--- config.mk ---
export PLATFORM = sky130hd
export DESIGN_NAME = sys_clock_power_mode_ctrl
export DESIGN_NICKNAME = d
export VERILOG_FILES = /design/src/clk_pwr_pkg.sv /design/src/osc_ctl_if.sv /design/src/sys_clock_power_mode_ctrl.sv /design/src/hs_osc_stabilizer.sv
export VERILOG_INCLUDE_DIRS = /design/src /design/src/src
export SDC_FILE = /design/constraint.sdc
export NUM_CORES = 1
export LEC_CHECK = 0
export BUFFER_PORTS_ARGS = -buffer_cell sky130_fd_sc_hd__buf_2
export CORE_AREA = 2 2 86 88
export CTS_BUF_LIST = sky130_fd_sc_hd__clkbuf_4 sky130_fd_sc_hd__clkbuf_8 sky130_fd_sc_hd__clkbuf_16
export CTS_CLUSTER_SIZE = 30
export DETAILED_ROUTE_END_ITERATION = 6
export DIE_AREA = 0 0 88 90
export PLACE_DENSITY_LB_ADDON = 0.08
export SKIP_CTS_REPAIR_TIMING = 1
export SLEW_MARGIN = 20
export SYNTH_ARGS = -nofsm -noshare
export SYNTH_HDL_FRONTEND = slang
export SYNTH_HIERARCHICAL = 1
export SYNTH_SLANG_ARGS = --single-unit
--- constraint.sdc ---
create_clock -name pclk -period 2.2 [get_ports pclk]
set_input_delay 0 -clock pclk [delete_from_list [all_inputs] [get_ports pclk]]
set_output_delay 0 -clock pclk [all_outputs]
set_load 0.05 [all_outputs]
--- src/clk_pwr_params.svh ---
// constants of the system clock and power-mode controller
// assumes an apb slave with 8-bit byte addresses and 32-bit data
// Overview of operation
// - sys_clk_sel picks fast, fast/2..64 or slow
// - unimplemented register bits read as zero
// - hs_osc_idle_en keeps fast oscillator during stop
// - ls_osc_idle_en keeps slow oscillator during stop
// - source change finishes within bounded switching delay; the code waits without limit after four old ticks until the target is ready
// - hs_osc_freq_sel 01=16MHz, 10=20MHz, others reserved
// - new fast frequency applied after stable flag
// - stable flag read-only, cleared then set
// - hs_osc_en runs fast oscillator, resets to one
// - idle enables choose the low-power mode
// - slow switch completes after slow oscillator stable
// - sleep stops all clocks, execution halts; the slow oscillator keeps running while wdt_enabled is set
// - low-power entry keeps registers and state
// - stop sets power_down_flag, clears wdt_timeout_flag
// - stop clears the watchdog counter
`ifndef CLK_PWR_PARAMS_SVH
`define CLK_PWR_PARAMS_SVH
`define SEL_OFS       8'h00
`define HOC_OFS       8'h04
`define STAT_OFS      8'h08
`define SEL_LSB       5
`define HS_IDLE_BIT   1
`define LS_IDLE_BIT   0
`define FREQ_LSB      2
`define STAB_BIT      1
`define EN_BIT        0
`define STAT_PDN_BIT  0
`define STAT_TMO_BIT  1
`define STAT_HALT_BIT 2
`define STAT_BUSY_BIT 3
`define STAT_SRC_LSB  4
`define STAT_MODE_LSB 8
`define SEL_RST       3'h2
`define FREQ_RST      2'h0
`define FREQ_APP_RST  2'h1
`define EN_RST        1'h1
`define IDLE_RST      1'h0
`define SEL_SLOW      3'h7
`define FREQ_16M      2'h1
`define FREQ_20M      2'h2
`define SWITCH_TICKS  3'h4
`define STAB_CYC      1024
`endif

--- src/clk_pwr_pkg.sv ---
// types shared by the clock and power-mode controller files
// assumes the constants header is included by the modules
package clk_pwr_pkg;
    typedef enum logic [2:0] {
        mode_fast, mode_slow, mode_sleep,
        idle_slow_clock_only, idle_both_clocks, idle_fast_clock_only
    } sys_mode_t;
    typedef enum logic [1:0] {sw_idle, sw_count, sw_wait} sw_state_t;
endpackage : clk_pwr_pkg

--- src/osc_ctl_if.sv ---
// carrier between the controller and the fast oscillator stability tracker
// assumes both ends run on pclk
`timescale 1ns/100ps
`default_nettype none
interface osc_ctl_if;
    logic       en;
    logic [1:0] freq_req;
    logic       stable;
    logic [1:0] freq_applied;
    modport ctrl (output en, output freq_req, input stable, input freq_applied);
    modport stab (input en, input freq_req, output stable, output freq_applied);
endinterface : osc_ctl_if
`default_nettype wire

--- src/sys_clock_power_mode_ctrl.sv ---
// system clock select, fast oscillator control and stop-instruction power modes
// assumes oscillator ticks and cpu strobes are one-cycle pulses synchronous to pclk
`timescale 1ns/100ps
`default_nettype none
`include "clk_pwr_params.svh"
module sys_clock_power_mode_ctrl #(
    parameter int unsigned STAB_CYCLES = `STAB_CYC
) (
    input  wire logic                pclk,
    input  wire logic                presetn,
    input  wire logic                psel,
    input  wire logic                penable,
    input  wire logic                pwrite,
    input  wire logic [7:0]          paddr,
    input  wire logic [31:0]         pwdata,
    output logic [31:0]              prdata,
    output logic                     pready,
    output logic                     pslverr,
    input  wire logic                hs_tick,
    input  wire logic                ls_tick,
    input  wire logic                ls_stable,
    input  wire logic                stop_instr,
    input  wire logic                wake,
    input  wire logic                wdt_enabled,
    input  wire logic                wdt_overflow,
    input  wire logic                clr_wdt_instr,
    output logic                     sys_tick,
    output logic                     hs_osc_run,
    output logic [1:0]               hs_freq,
    output logic                     ls_osc_run,
    output logic                     sub_clk_run,
    output logic                     cpu_halted,
    output clk_pwr_pkg::sys_mode_t   sys_mode,
    output logic                     power_down_flag,
    output logic                     wdt_timeout_flag,
    output logic                     wdt_clear
);
    import clk_pwr_pkg::*;

    osc_ctl_if osc ();

    logic [2:0]  sel_q, sel_d;
    logic        hs_idle_q, hs_idle_d;
    logic        ls_idle_q, ls_idle_d;
    logic [1:0]  freq_q, freq_d;
    logic        en_q, en_d;
    logic [31:0] prdata_q, prdata_d;
    logic        pready_q, pready_d;
    logic        pslverr_q, pslverr_d;
    logic [2:0]  cur_q, cur_d;
    sw_state_t   sw_q, sw_d;
    logic [2:0]  swcnt_q, swcnt_d;
    logic [5:0]  div_q, div_d;
    logic        halted_q, halted_d;
    logic        pdn_q, pdn_d;
    logic        to_q, to_d;
    logic        wclr_q, wclr_d;
    logic        tick_q, tick_d;
    logic        hsrun_q, hsrun_d;
    logic        lsrun_q, lsrun_d;
    logic        subrun_q, subrun_d;
    sys_mode_t   mode_q, mode_d;
    logic        access, wr_en, mapped;
    logic        cur_tick, tgt_tick, tgt_ready;

    // tick of a clock source code from the fast divider or the slow clock
    // the divider counts fast ticks; code n fires when its low n bits are all ones,
    // so every divided clock shares one phase and a switch never sees a half period
    function automatic logic src_tick(input logic [2:0] code, input logic [5:0] div,
                                      input logic hs, input logic ls);
        logic [5:0] mask;
        mask = 6'(6'h3F >> (3'h6 - code));
        if (code == `SEL_SLOW) begin
            src_tick = ls;
        end else begin
            src_tick = hs && ((div & mask) == mask);
        end
    endfunction : src_tick

    // stability tracker of the fast oscillator
    hs_osc_stabilizer #(
        .STAB_CYCLES (STAB_CYCLES)
    ) u_stab (
        .pclk    (pclk),
        .presetn (presetn),
        .osc     (osc)
    );

    // controller side of the oscillator carrier
    assign osc.en       = en_q;
    assign osc.freq_req = freq_q;

    // apb decode; one wait state, writes blocked while the cpu is stopped
    // pready stays low on the first access cycle so every transfer costs one
    // wait state; a halted cpu cannot write, which freezes the registers
    always_comb begin
        access = psel && penable;
        mapped = (paddr == `SEL_OFS) || (paddr == `HOC_OFS) || (paddr == `STAT_OFS);
        wr_en  = access && pready_q && pwrite && mapped && !halted_q;
    end

    // register file next values and read data
    // reserved bits and unmapped addresses read as zero, so software sees
    // stable values whatever the decode does
    always_comb begin
        sel_d     = sel_q;
        hs_idle_d = hs_idle_q;
        ls_idle_d = ls_idle_q;
        freq_d    = freq_q;
        en_d      = en_q;
        prdata_d  = prdata_q;
        pready_d  = access && !pready_q;
        pslverr_d = access && !pready_q && !mapped;
        if (wr_en && paddr == `SEL_OFS) begin
            sel_d     = pwdata[`SEL_LSB +: 3];
            hs_idle_d = pwdata[`HS_IDLE_BIT];
            ls_idle_d = pwdata[`LS_IDLE_BIT];
        end
        if (wr_en && paddr == `HOC_OFS) begin
            freq_d = pwdata[`FREQ_LSB +: 2];
            en_d   = pwdata[`EN_BIT];
        end
        if (access && !pready_q) begin
            prdata_d = 32'h0000_0000;
            case (paddr)
                `SEL_OFS: begin
                    prdata_d[`SEL_LSB +: 3]   = sel_q;
                    prdata_d[`HS_IDLE_BIT]    = hs_idle_q;
                    prdata_d[`LS_IDLE_BIT]    = ls_idle_q;
                end
                `HOC_OFS: begin
                    prdata_d[`FREQ_LSB +: 2]  = freq_q;
                    prdata_d[`STAB_BIT]       = osc.stable;
                    prdata_d[`EN_BIT]         = en_q;
                end
                `STAT_OFS: begin
                    prdata_d[`STAT_PDN_BIT]       = pdn_q;
                    prdata_d[`STAT_TMO_BIT]       = to_q;
                    prdata_d[`STAT_HALT_BIT]      = halted_q;
                    prdata_d[`STAT_BUSY_BIT]      = (sw_q != sw_idle);
                    prdata_d[`STAT_SRC_LSB +: 3]  = cur_q;
                    prdata_d[`STAT_MODE_LSB +: 3] = mode_q;
                end
                default: prdata_d = 32'h0000_0000;
            endcase
        end
    end

    // source switch: four current ticks, then the first ready target tick
    // the old source keeps ticking for four periods, then ticks are held back
    // until the new source is ready and on its own edge; a late or missing
    // target never produces a short system clock pulse
    always_comb begin
        div_d     = hs_tick ? div_q + 6'h01 : div_q;
        cur_tick  = src_tick(cur_q, div_q, hs_tick, ls_tick);
        tgt_tick  = src_tick(sel_q, div_q, hs_tick, ls_tick);
        tgt_ready = (sel_q == `SEL_SLOW) ? ls_stable : osc.stable;
        cur_d     = cur_q;
        sw_d      = sw_q;
        swcnt_d   = swcnt_q;
        tick_d    = cur_tick;
        case (sw_q)
            sw_idle: begin
                if (sel_q != cur_q) begin
                    sw_d    = sw_count;
                    swcnt_d = 3'h0;
                end
            end
            sw_count: begin
                if (cur_tick) begin
                    swcnt_d = swcnt_q + 3'h1;
                    if (swcnt_q == `SWITCH_TICKS - 3'h1) begin
                        sw_d = sw_wait;
                    end
                end
            end
            sw_wait: begin
                if (sel_q == cur_q) begin
                    sw_d = sw_idle;
                end else if (tgt_tick && tgt_ready) begin
                    cur_d  = sel_q;
                    tick_d = 1'b1;
                    sw_d   = sw_idle;
                end else begin
                    tick_d = 1'b0;
                end
            end
            default: sw_d = sw_idle;
        endcase
        if (halted_q && !((cur_q == `SEL_SLOW) ? ls_idle_q : hs_idle_q)) begin
            tick_d = 1'b0;
        end
    end

    // stop instruction, wake, flags and oscillator gating
    // stop beats the watchdog clear and the overflow in the same cycle, so the
    // power-down flag and the cleared timeout always reflect the last stop
    always_comb begin
        halted_d = halted_q;
        pdn_d    = pdn_q;
        to_d     = to_q;
        wclr_d   = 1'b0;
        if (clr_wdt_instr) begin
            pdn_d = 1'b0;
        end
        if (wdt_overflow) begin
            to_d = 1'b1;
        end
        if (wake) begin
            halted_d = 1'b0;
        end
        if (stop_instr && !halted_q) begin
            halted_d = 1'b1;
            pdn_d    = 1'b1;
            to_d     = 1'b0;
            wclr_d   = 1'b1;
        end
        hsrun_d  = en_q && !(halted_q && !hs_idle_q);
        lsrun_d  = !halted_q || ls_idle_q || wdt_enabled;
        subrun_d = !halted_q || ls_idle_q;
        if (!halted_q) begin
            mode_d = (cur_q == `SEL_SLOW) ? mode_slow : mode_fast;
        end else begin
            case ({hs_idle_q, ls_idle_q})
                2'b01:   mode_d = idle_slow_clock_only;
                2'b11:   mode_d = idle_both_clocks;
                2'b10:   mode_d = idle_fast_clock_only;
                default: mode_d = mode_sleep;
            endcase
        end
    end

    // register everything; outputs except hs_freq come straight from these flops
    // one asynchronous reset for all state; only constants are loaded here
    always_ff @(posedge pclk or negedge presetn) begin
        if (!presetn) begin
            sel_q     <= `SEL_RST;
            hs_idle_q <= `IDLE_RST;
            ls_idle_q <= `IDLE_RST;
            freq_q    <= `FREQ_RST;
            en_q      <= `EN_RST;
            prdata_q  <= 32'h0000_0000;
            pready_q  <= 1'b0;
            pslverr_q <= 1'b0;
            cur_q     <= `SEL_RST;
            sw_q      <= sw_idle;
            swcnt_q   <= 3'h0;
            div_q     <= 6'h00;
            halted_q  <= 1'b0;
            pdn_q     <= 1'b0;
            to_q      <= 1'b0;
            wclr_q    <= 1'b0;
            tick_q    <= 1'b0;
            hsrun_q   <= 1'b0;
            lsrun_q   <= 1'b0;
            subrun_q  <= 1'b0;
            mode_q    <= mode_fast;
        end else begin
            sel_q     <= sel_d;
            hs_idle_q <= hs_idle_d;
            ls_idle_q <= ls_idle_d;
            freq_q    <= freq_d;
            en_q      <= en_d;
            prdata_q  <= prdata_d;
            pready_q  <= pready_d;
            pslverr_q <= pslverr_d;
            cur_q     <= cur_d;
            sw_q      <= sw_d;
            swcnt_q   <= swcnt_d;
            div_q     <= div_d;
            halted_q  <= halted_d;
            pdn_q     <= pdn_d;
            to_q      <= to_d;
            wclr_q    <= wclr_d;
            tick_q    <= tick_d;
            hsrun_q   <= hsrun_d;
            lsrun_q   <= lsrun_d;
            subrun_q  <= subrun_d;
            mode_q    <= mode_d;
        end
    end

    // freq applied is a register inside the tracker
    // the tracker owns this register, so no extra delay sits on the applied code
    always_comb begin
        hs_freq = osc.freq_applied;
    end

    // ports are driven straight from the registers above
    assign prdata           = prdata_q;
    assign pready           = pready_q;
    assign pslverr          = pslverr_q;
    assign sys_tick         = tick_q;
    assign hs_osc_run       = hsrun_q;
    assign ls_osc_run       = lsrun_q;
    assign sub_clk_run      = subrun_q;
    assign cpu_halted       = halted_q;
    assign sys_mode         = mode_q;
    assign power_down_flag  = pdn_q;
    assign wdt_timeout_flag = to_q;
    assign wdt_clear        = wclr_q;
endmodule : sys_clock_power_mode_ctrl
`default_nettype wire

--- src/hs_osc_stabilizer.sv ---
// tracks fast oscillator start-up and applies frequency once stable
// assumes the oscillator settles within STAB_CYCLES pclk cycles
`timescale 1ns/100ps
`default_nettype none
`include "clk_pwr_params.svh"
module hs_osc_stabilizer #(
    parameter int unsigned STAB_CYCLES = `STAB_CYC
) (
    input  wire logic  pclk,
    input  wire logic  presetn,
    osc_ctl_if.stab    osc
);
    logic [15:0] cnt_q, cnt_d;
    logic        stable_q, stable_d;
    logic [1:0]  app_q, app_d;
    logic [1:0]  seen_q, seen_d;
    logic        en_seen_q, en_seen_d;

    // restart on enable or frequency change, then count to stable
    always_comb begin
        cnt_d     = cnt_q;
        stable_d  = stable_q;
        app_d     = app_q;
        seen_d    = osc.freq_req;
        en_seen_d = osc.en;
        if (!osc.en) begin
            cnt_d    = 16'h0000;
            stable_d = 1'b0;
        end else if (!en_seen_q || osc.freq_req != seen_q) begin
            cnt_d    = 16'h0000;
            stable_d = 1'b0;
        end else if (!stable_q) begin
            cnt_d = cnt_q + 16'h0001;
            if (cnt_q == 16'(STAB_CYCLES - 1)) begin
                stable_d = 1'b1;
                if (osc.freq_req == `FREQ_16M || osc.freq_req == `FREQ_20M) begin
                    app_d = osc.freq_req;
                end
            end
        end
    end

    // register the tracker state
    always_ff @(posedge pclk or negedge presetn) begin
        if (!presetn) begin
            cnt_q     <= 16'h0000;
            stable_q  <= 1'b0;
            app_q     <= `FREQ_APP_RST;
            seen_q    <= `FREQ_RST;
            en_seen_q <= 1'b0;
        end else begin
            cnt_q     <= cnt_d;
            stable_q  <= stable_d;
            app_q     <= app_d;
            seen_q    <= seen_d;
            en_seen_q <= en_seen_d;
        end
    end

    assign osc.stable       = stable_q;
    assign osc.freq_applied = app_q;
endmodule : hs_osc_stabilizer
`default_nettype wire

# Yosys cells after proc, flatten, opt, wreduce, memory -nomap -nowiden
# Index checks and enable logic that the tools add are counted.
# op_classes
eq_ne	23
n_mux	40
n_reduce_logical	40
bitwise	5
n_shift	2
add_sub_neg	5
# op_table
op	count
2-to-1 mux 16 bit	3
2-to-1 mux 1 bit	22
adder 16 x 1 -> 16 bit (second input constant)	1
== test 16 x 10 -> 1 bit (second input constant)	1
logical AND 1 bit	16
bitwise AND 6 bit	2
== test 6 bit	2
2-to-1 mux 3 bit	4
one-hot mux 2 bit (3 select lines)	2
>> shifter 6 x 3 -> 6 bit (first input constant)	2
2-to-1 mux 2 bit	5
nonzero test 2 bit	5
one-hot mux 3 bit (3 select lines)	1
== test 2 bit (second input constant)	4
== test 8 x 3 -> 1 bit (second input constant)	1
== test 8 x 4 -> 1 bit (second input constant)	1
zero test 8 bit	1
one-hot mux 2 bit (2 select lines)	2
zero test 1 bit	7
adder 6 x 1 -> 6 bit (second input constant)	1
== test 2 x 1 -> 1 bit (second input constant)	3
== test 3 bit (second input constant)	2
logical OR 1 bit	6
inequality test 2 bit (second input constant)	3
other kinds (13)	18
# word_totals
in_bits	53
reg_bits	68
wordCells	141
out_inout_bits	47

# Depth between registers and ports, before layout
# depth
ltp_word	11
ltp_mapped	6
mapped_depth_nobuf	6

# Cells and area by module
# The synthesis kept the hierarchy.
# by_module_without_submodules
mod	area_each_um2	instances	seq_area_each_um2	cells_each
sys_clock_power_mode_ctrl	2424.8	1	1154.9	227
hs_osc_stabilizer	1078.5	1	551.8	108

# Least setup slack after synthesis
# OpenSTA, ideal clock, no wires.
# synth_path
path_type	register to register
startpoint	register sel_q[1]
endpoint	register cur_q[2]
period_less_slack_ps	1997
t_required_ps	2072
setup_slack_ps	203
arrival_time_ps	1870
n_path_buf	0
setup_time_ps	128
stages_incl_launch_ff	7
cell_sequence	dfstp_2 ha_1 ha_1 o21ba_2 o31ai_1 nand3_1 mux2_1
# synth_via
elab_chain_len	8
word_cells_on_any_way	12
classes_between	1 x add/sub; 3 x eq/ne; 1 x shift; 2 x mux; 2 x bitwise; 3 x reduce/logical
# synth_rtl
element	line_no	rtl
start: declaration	sys_clock_power_mode_ctrl.sv:42	logic [2:0] sel_q, sel_d;
start signal: assignment	sys_clock_power_mode_ctrl.sv:237	sel_q <= `SEL_RST;
start signal: assignment	sys_clock_power_mode_ctrl.sv:259	sel_q <= sel_d;
subtractor 3 bit	sys_clock_power_mode_ctrl.sv:72	mask = 6'(6'h3F >> (3'h6 - code));
>> shifter 6 x 3 -> 6 bit	sys_clock_power_mode_ctrl.sv:72	
bitwise AND 6 bit	sys_clock_power_mode_ctrl.sv:76	src_tick = hs && ((div & mask) == mask);
== test 6 bit	sys_clock_power_mode_ctrl.sv:76	
logical AND 1 bit	sys_clock_power_mode_ctrl.sv:76	
2-to-1 mux 1 bit	sys_clock_power_mode_ctrl.sv:73	if (code == `SEL_SLOW) begin
logical AND 1 bit	sys_clock_power_mode_ctrl.sv:180	end else if (tgt_tick && tgt_ready) begin
AND reduction 3 bit (no source line) (*)	-	
end signal: assignment	sys_clock_power_mode_ctrl.sv:245	cur_q <= `SEL_RST;
end signal: assignment	sys_clock_power_mode_ctrl.sv:267	cur_q <= cur_d;
end: declaration	sys_clock_power_mode_ctrl.sv:50	logic [2:0] cur_q, cur_d;
# Every way passes the cells marked *; elsewhere a longest branch is shown, timed or not.
# A chain may end at the register's enable or synchronous reset.

# Worst setup path in the final report
# Ends and elaborated chain as after synthesis.

==> results.sh <==
export IMPL_critical_path_class="flip-flop to flip-flop"
export IMPL_drc=0
export IMPL_cp_max_fo=3
export IMPL_min_from="paddr[6]"
export IMPL_cts_clk_slew_worst_paths_ns=0.07
export IMPL_syn_area_per_cell_um2=10.5
export IMPL_grt_usage=0.190
export IMPL_gp_congestion=0.761
export IMPL_fillCellCount=635
export IMPL_finalSetupTns_ns=0
export IMPL_netlist_area_um2=3500
export IMPL_synth_area_mux_share=0.0636
export IMPL_final_common_cell="dfrtp_1"
export IMPL_skew_ns=0.00824
export IMPL_ys_ff_latch=68
export IMPL_rr_endpoint="cur_q[2]$_DFFE_PN0P_"
export IMPL_numCtsBuffers=9
export IMPL_slew_headroom=0.439
export IMPL_yosysTopAreaCellShare=0.457
export IMPL_drt_iter0_drc=82
export IMPL_coreArea_um2=7020
export IMPL_routed_via_count=2548
export IMPL_crit_path_start_kind="flip-flop"
export IMPL_synth_edf_count=0
export IMPL_port_buffers=53
export IMPL_antenna_cells=0
export IMPL_maxCapViolCount=0
export IMPL_wirelength_um=6990
export IMPL_reg2regPathDepth=6
export IMPL_synth_adder_area_share=0.0429
export IMPL_p_per_area_nw_per_um2=737
export IMPL_worstPathArrival_ns=2.31
export IMPL_ir_drop_v=0.000434
export IMPL_via_per_inst=4.94
export IMPL_hold_depth=4
export IMPL_r2r_slack_ns=0.13
export IMPL_num_rows=31
export IMPL_grt_max_degree=69
export IMPL_end_kind="flip-flop"
export IMPL_status="finished clean"
export IMPL_grt_pass1_vias=2407
export IMPL_holdCritPathClass="input port to flip-flop"
export IMPL_synth_area_leader_cell="dfrtp_1"
export IMPL_synth_main_ff_cell="dfrtp_1"
export IMPL_holdWs_ns=0.0249
export IMPL_layout_drive_gt1_share=0.240
export IMPL_dp_hpwl_um=5000
export IMPL_ys_warn_count=6
export IMPL_synth_cell_types=53
export IMPL_finalHoldViolCount=0
export IMPL_grt_use_met1=0.262
export IMPL_first_pass_iters=4
export IMPL_fp_dieH_um=90
export IMPL_fin_crit_ns=2.07
export IMPL_post_route_period_util=0.942
export IMPL_slew_violations=0
export IMPL_use_met3=0.0569
export IMPL_cts_sinks=68
export IMPL_p_leak_nw=2.03
export IMPL_synth_area_leaders="dfrtp_1, buf_4, ha_1, nor2_1, xnor2_1"
export IMPL_rsz0062_at_grt="no"
export IMPL_root_buffer="clkbuf_8"
export IMPL_holdPathEnd="prdata[4]$_DFFE_PN0P_"
export IMPL_grt_most_used_layer="met2"
export IMPL_io_pins=100
export IMPL_antenna_found_initial=0
export IMPL_cp_data_required_time_ns=2.43
export IMPL_syn_inst=335
export IMPL_setup_violations=0
export IMPL_gr_usage_met2=0.288
export IMPL_grt_pass1_wl_um=11600
export IMPL_timing_rr_start="sel_q[1]$_DFFE_PN1P_"
export IMPL_layout_common_cells="dfrtp_1, buf_2, nor2_1"
export IMPL_finalNetCount=477
export IMPL_seq_area_um2=1710
export IMPL_fp_dieW_um=88
export IMPL_synth_top_family_by_area="simple AND/OR/NAND/NOR gates"
export IMPL_fmax_mhz=483
export IMPL_multiInputGateArea_um2=1630
export IMPL_ant_nets=0
export IMPL_die_area_um2=7920
export IMPL_synth_compound_area_share=0.0811
export IMPL_initial_core_util=0.499
export IMPL_syn2layout_area_growth_pct=18.8
export IMPL_synth_xor_area_share=0.0550
export IMPL_synthSimpleGateAreaFrac=0.200
export IMPL_ys_async_sr_fraction=1.00
export IMPL_gr_total_overflow=0
export IMPL_htreeDepth=3
export IMPL_tightest_slew_ns=0.842
export IMPL_clk_latency_ns=0.35
export IMPL_seq_area_frac_synth=0.487
export IMPL_cts_tree="done"
export IMPL_wl_per_cell_um=13.6
export IMPL_clock_path_buffers=2
## critical path: stages, from the launching register on
cell and delay, ns:
dfstp_2 0.53, ha_1 0.13, ha_1 0.23, o21ba_2 0.20, o31ai_1 0.29, nand3_1 0.21
mux2_1 0.36
## cell type report
type,count,share of cell area
multi-input combinational,244,0.391
tap,99,0.0298
clock inverter,5,0.00662
sequential,68,0.410
clock buffer,11,0.0349
inverter,13,0.0117
timing repair buffer,76,0.115
## registers in the layout (all words and copies together) (netlist names), 2 cells and up
register,flops
u_stab/cnt_q,16
sys_mode,3
cur_q,3
swcnt_q,3
u_stab/osc.freq_applied,2
div_q,6
prdata,11
sw_q,2
sel_q,3
u_stab/seen_q,2
freq_q,2
## report_power, final
part	switching, mW	internal (mW)
logic	0.410	0.229
registers	0.148	1.37
clock network	0.462	0.444
total	1.02	2.05
## Yosys cell counts, drive strengths merged (3+ instances only)
cell type,number
nand2,32
nand4,6
dfstp,4
inv,12
dfrtp,64
clkbuf,8
a221oi,4
nand3,10
nor4,8
a21oi,9
mux2,11
buf,22
mux2i,8
xnor2,15
nor3,8
xor2,7
nor2b,10
o21ai,8
nor2,35
or2,5
or3,4
ha,12
and2,3
## per-layer routing
layer	wire, µm	vias to the layer above	share of wire
met2	3310	39	0.47
met3	228	12	0.033
met1	3340	1230	0.48
li1	-	1267	-
met5	0	-	0
met4	121	0	0.017
## worst max path at each step
| stage | slack, ns | from | end |
|---|---|---|---|
| after floorplan | 0.20 | sel_q[1]$_DFFE_PN1P_ | cur_q[2]$_DFFE_PN0P_ |
| after global placement | 0.18 | sel_q[1]$_DFFE_PN1P_ | cur_q[2]$_DFFE_PN0P_ |
| after detailed placement | 0.13 | sel_q[1]$_DFFE_PN1P_ | cur_q[2]$_DFFE_PN0P_ |
| after CTS | 0.11 | sel_q[1]$_DFFE_PN1P_ | cur_q[2]$_DFFE_PN0P_ |
| after global routing | 0.01 | sel_q[1]$_DFFE_PN1P_ | cur_q[2]$_DFFE_PN0P_ |
| final | 0.13 | sel_q[1]$_DFFE_PN1P_ | cur_q[2]$_DFFE_PN0P_ |
## cell families (layout without fill, tap and decap cells)
family	Yosys count	after routing
AND/OR/NAND/NOR	129	129
flip-flops	68	68
buffers and inverters	43	105
AO/OA/AOI/OAI	41	41
XOR/XNOR	22	22
multiplexers	19	19
adder cells (fa/ha/maj)	12	12
other	1	21
## per-stage QoR
stage	std cells	instance area, µm²	power (mW)	util	setup WS [ns]
floorplan	355	3580	2.00	-	0.203
global placement	483	3820	2.14	0.544	0.182
detailed placement	483	3820	2.17	0.544	0.131
CTS	499	3990	3.09	0.568	0.114
global route	516	4160	3.24	0.593	0.0110
finish	516	4160	3.07	0.593	0.128
Power figures use the tool's default switching activity.
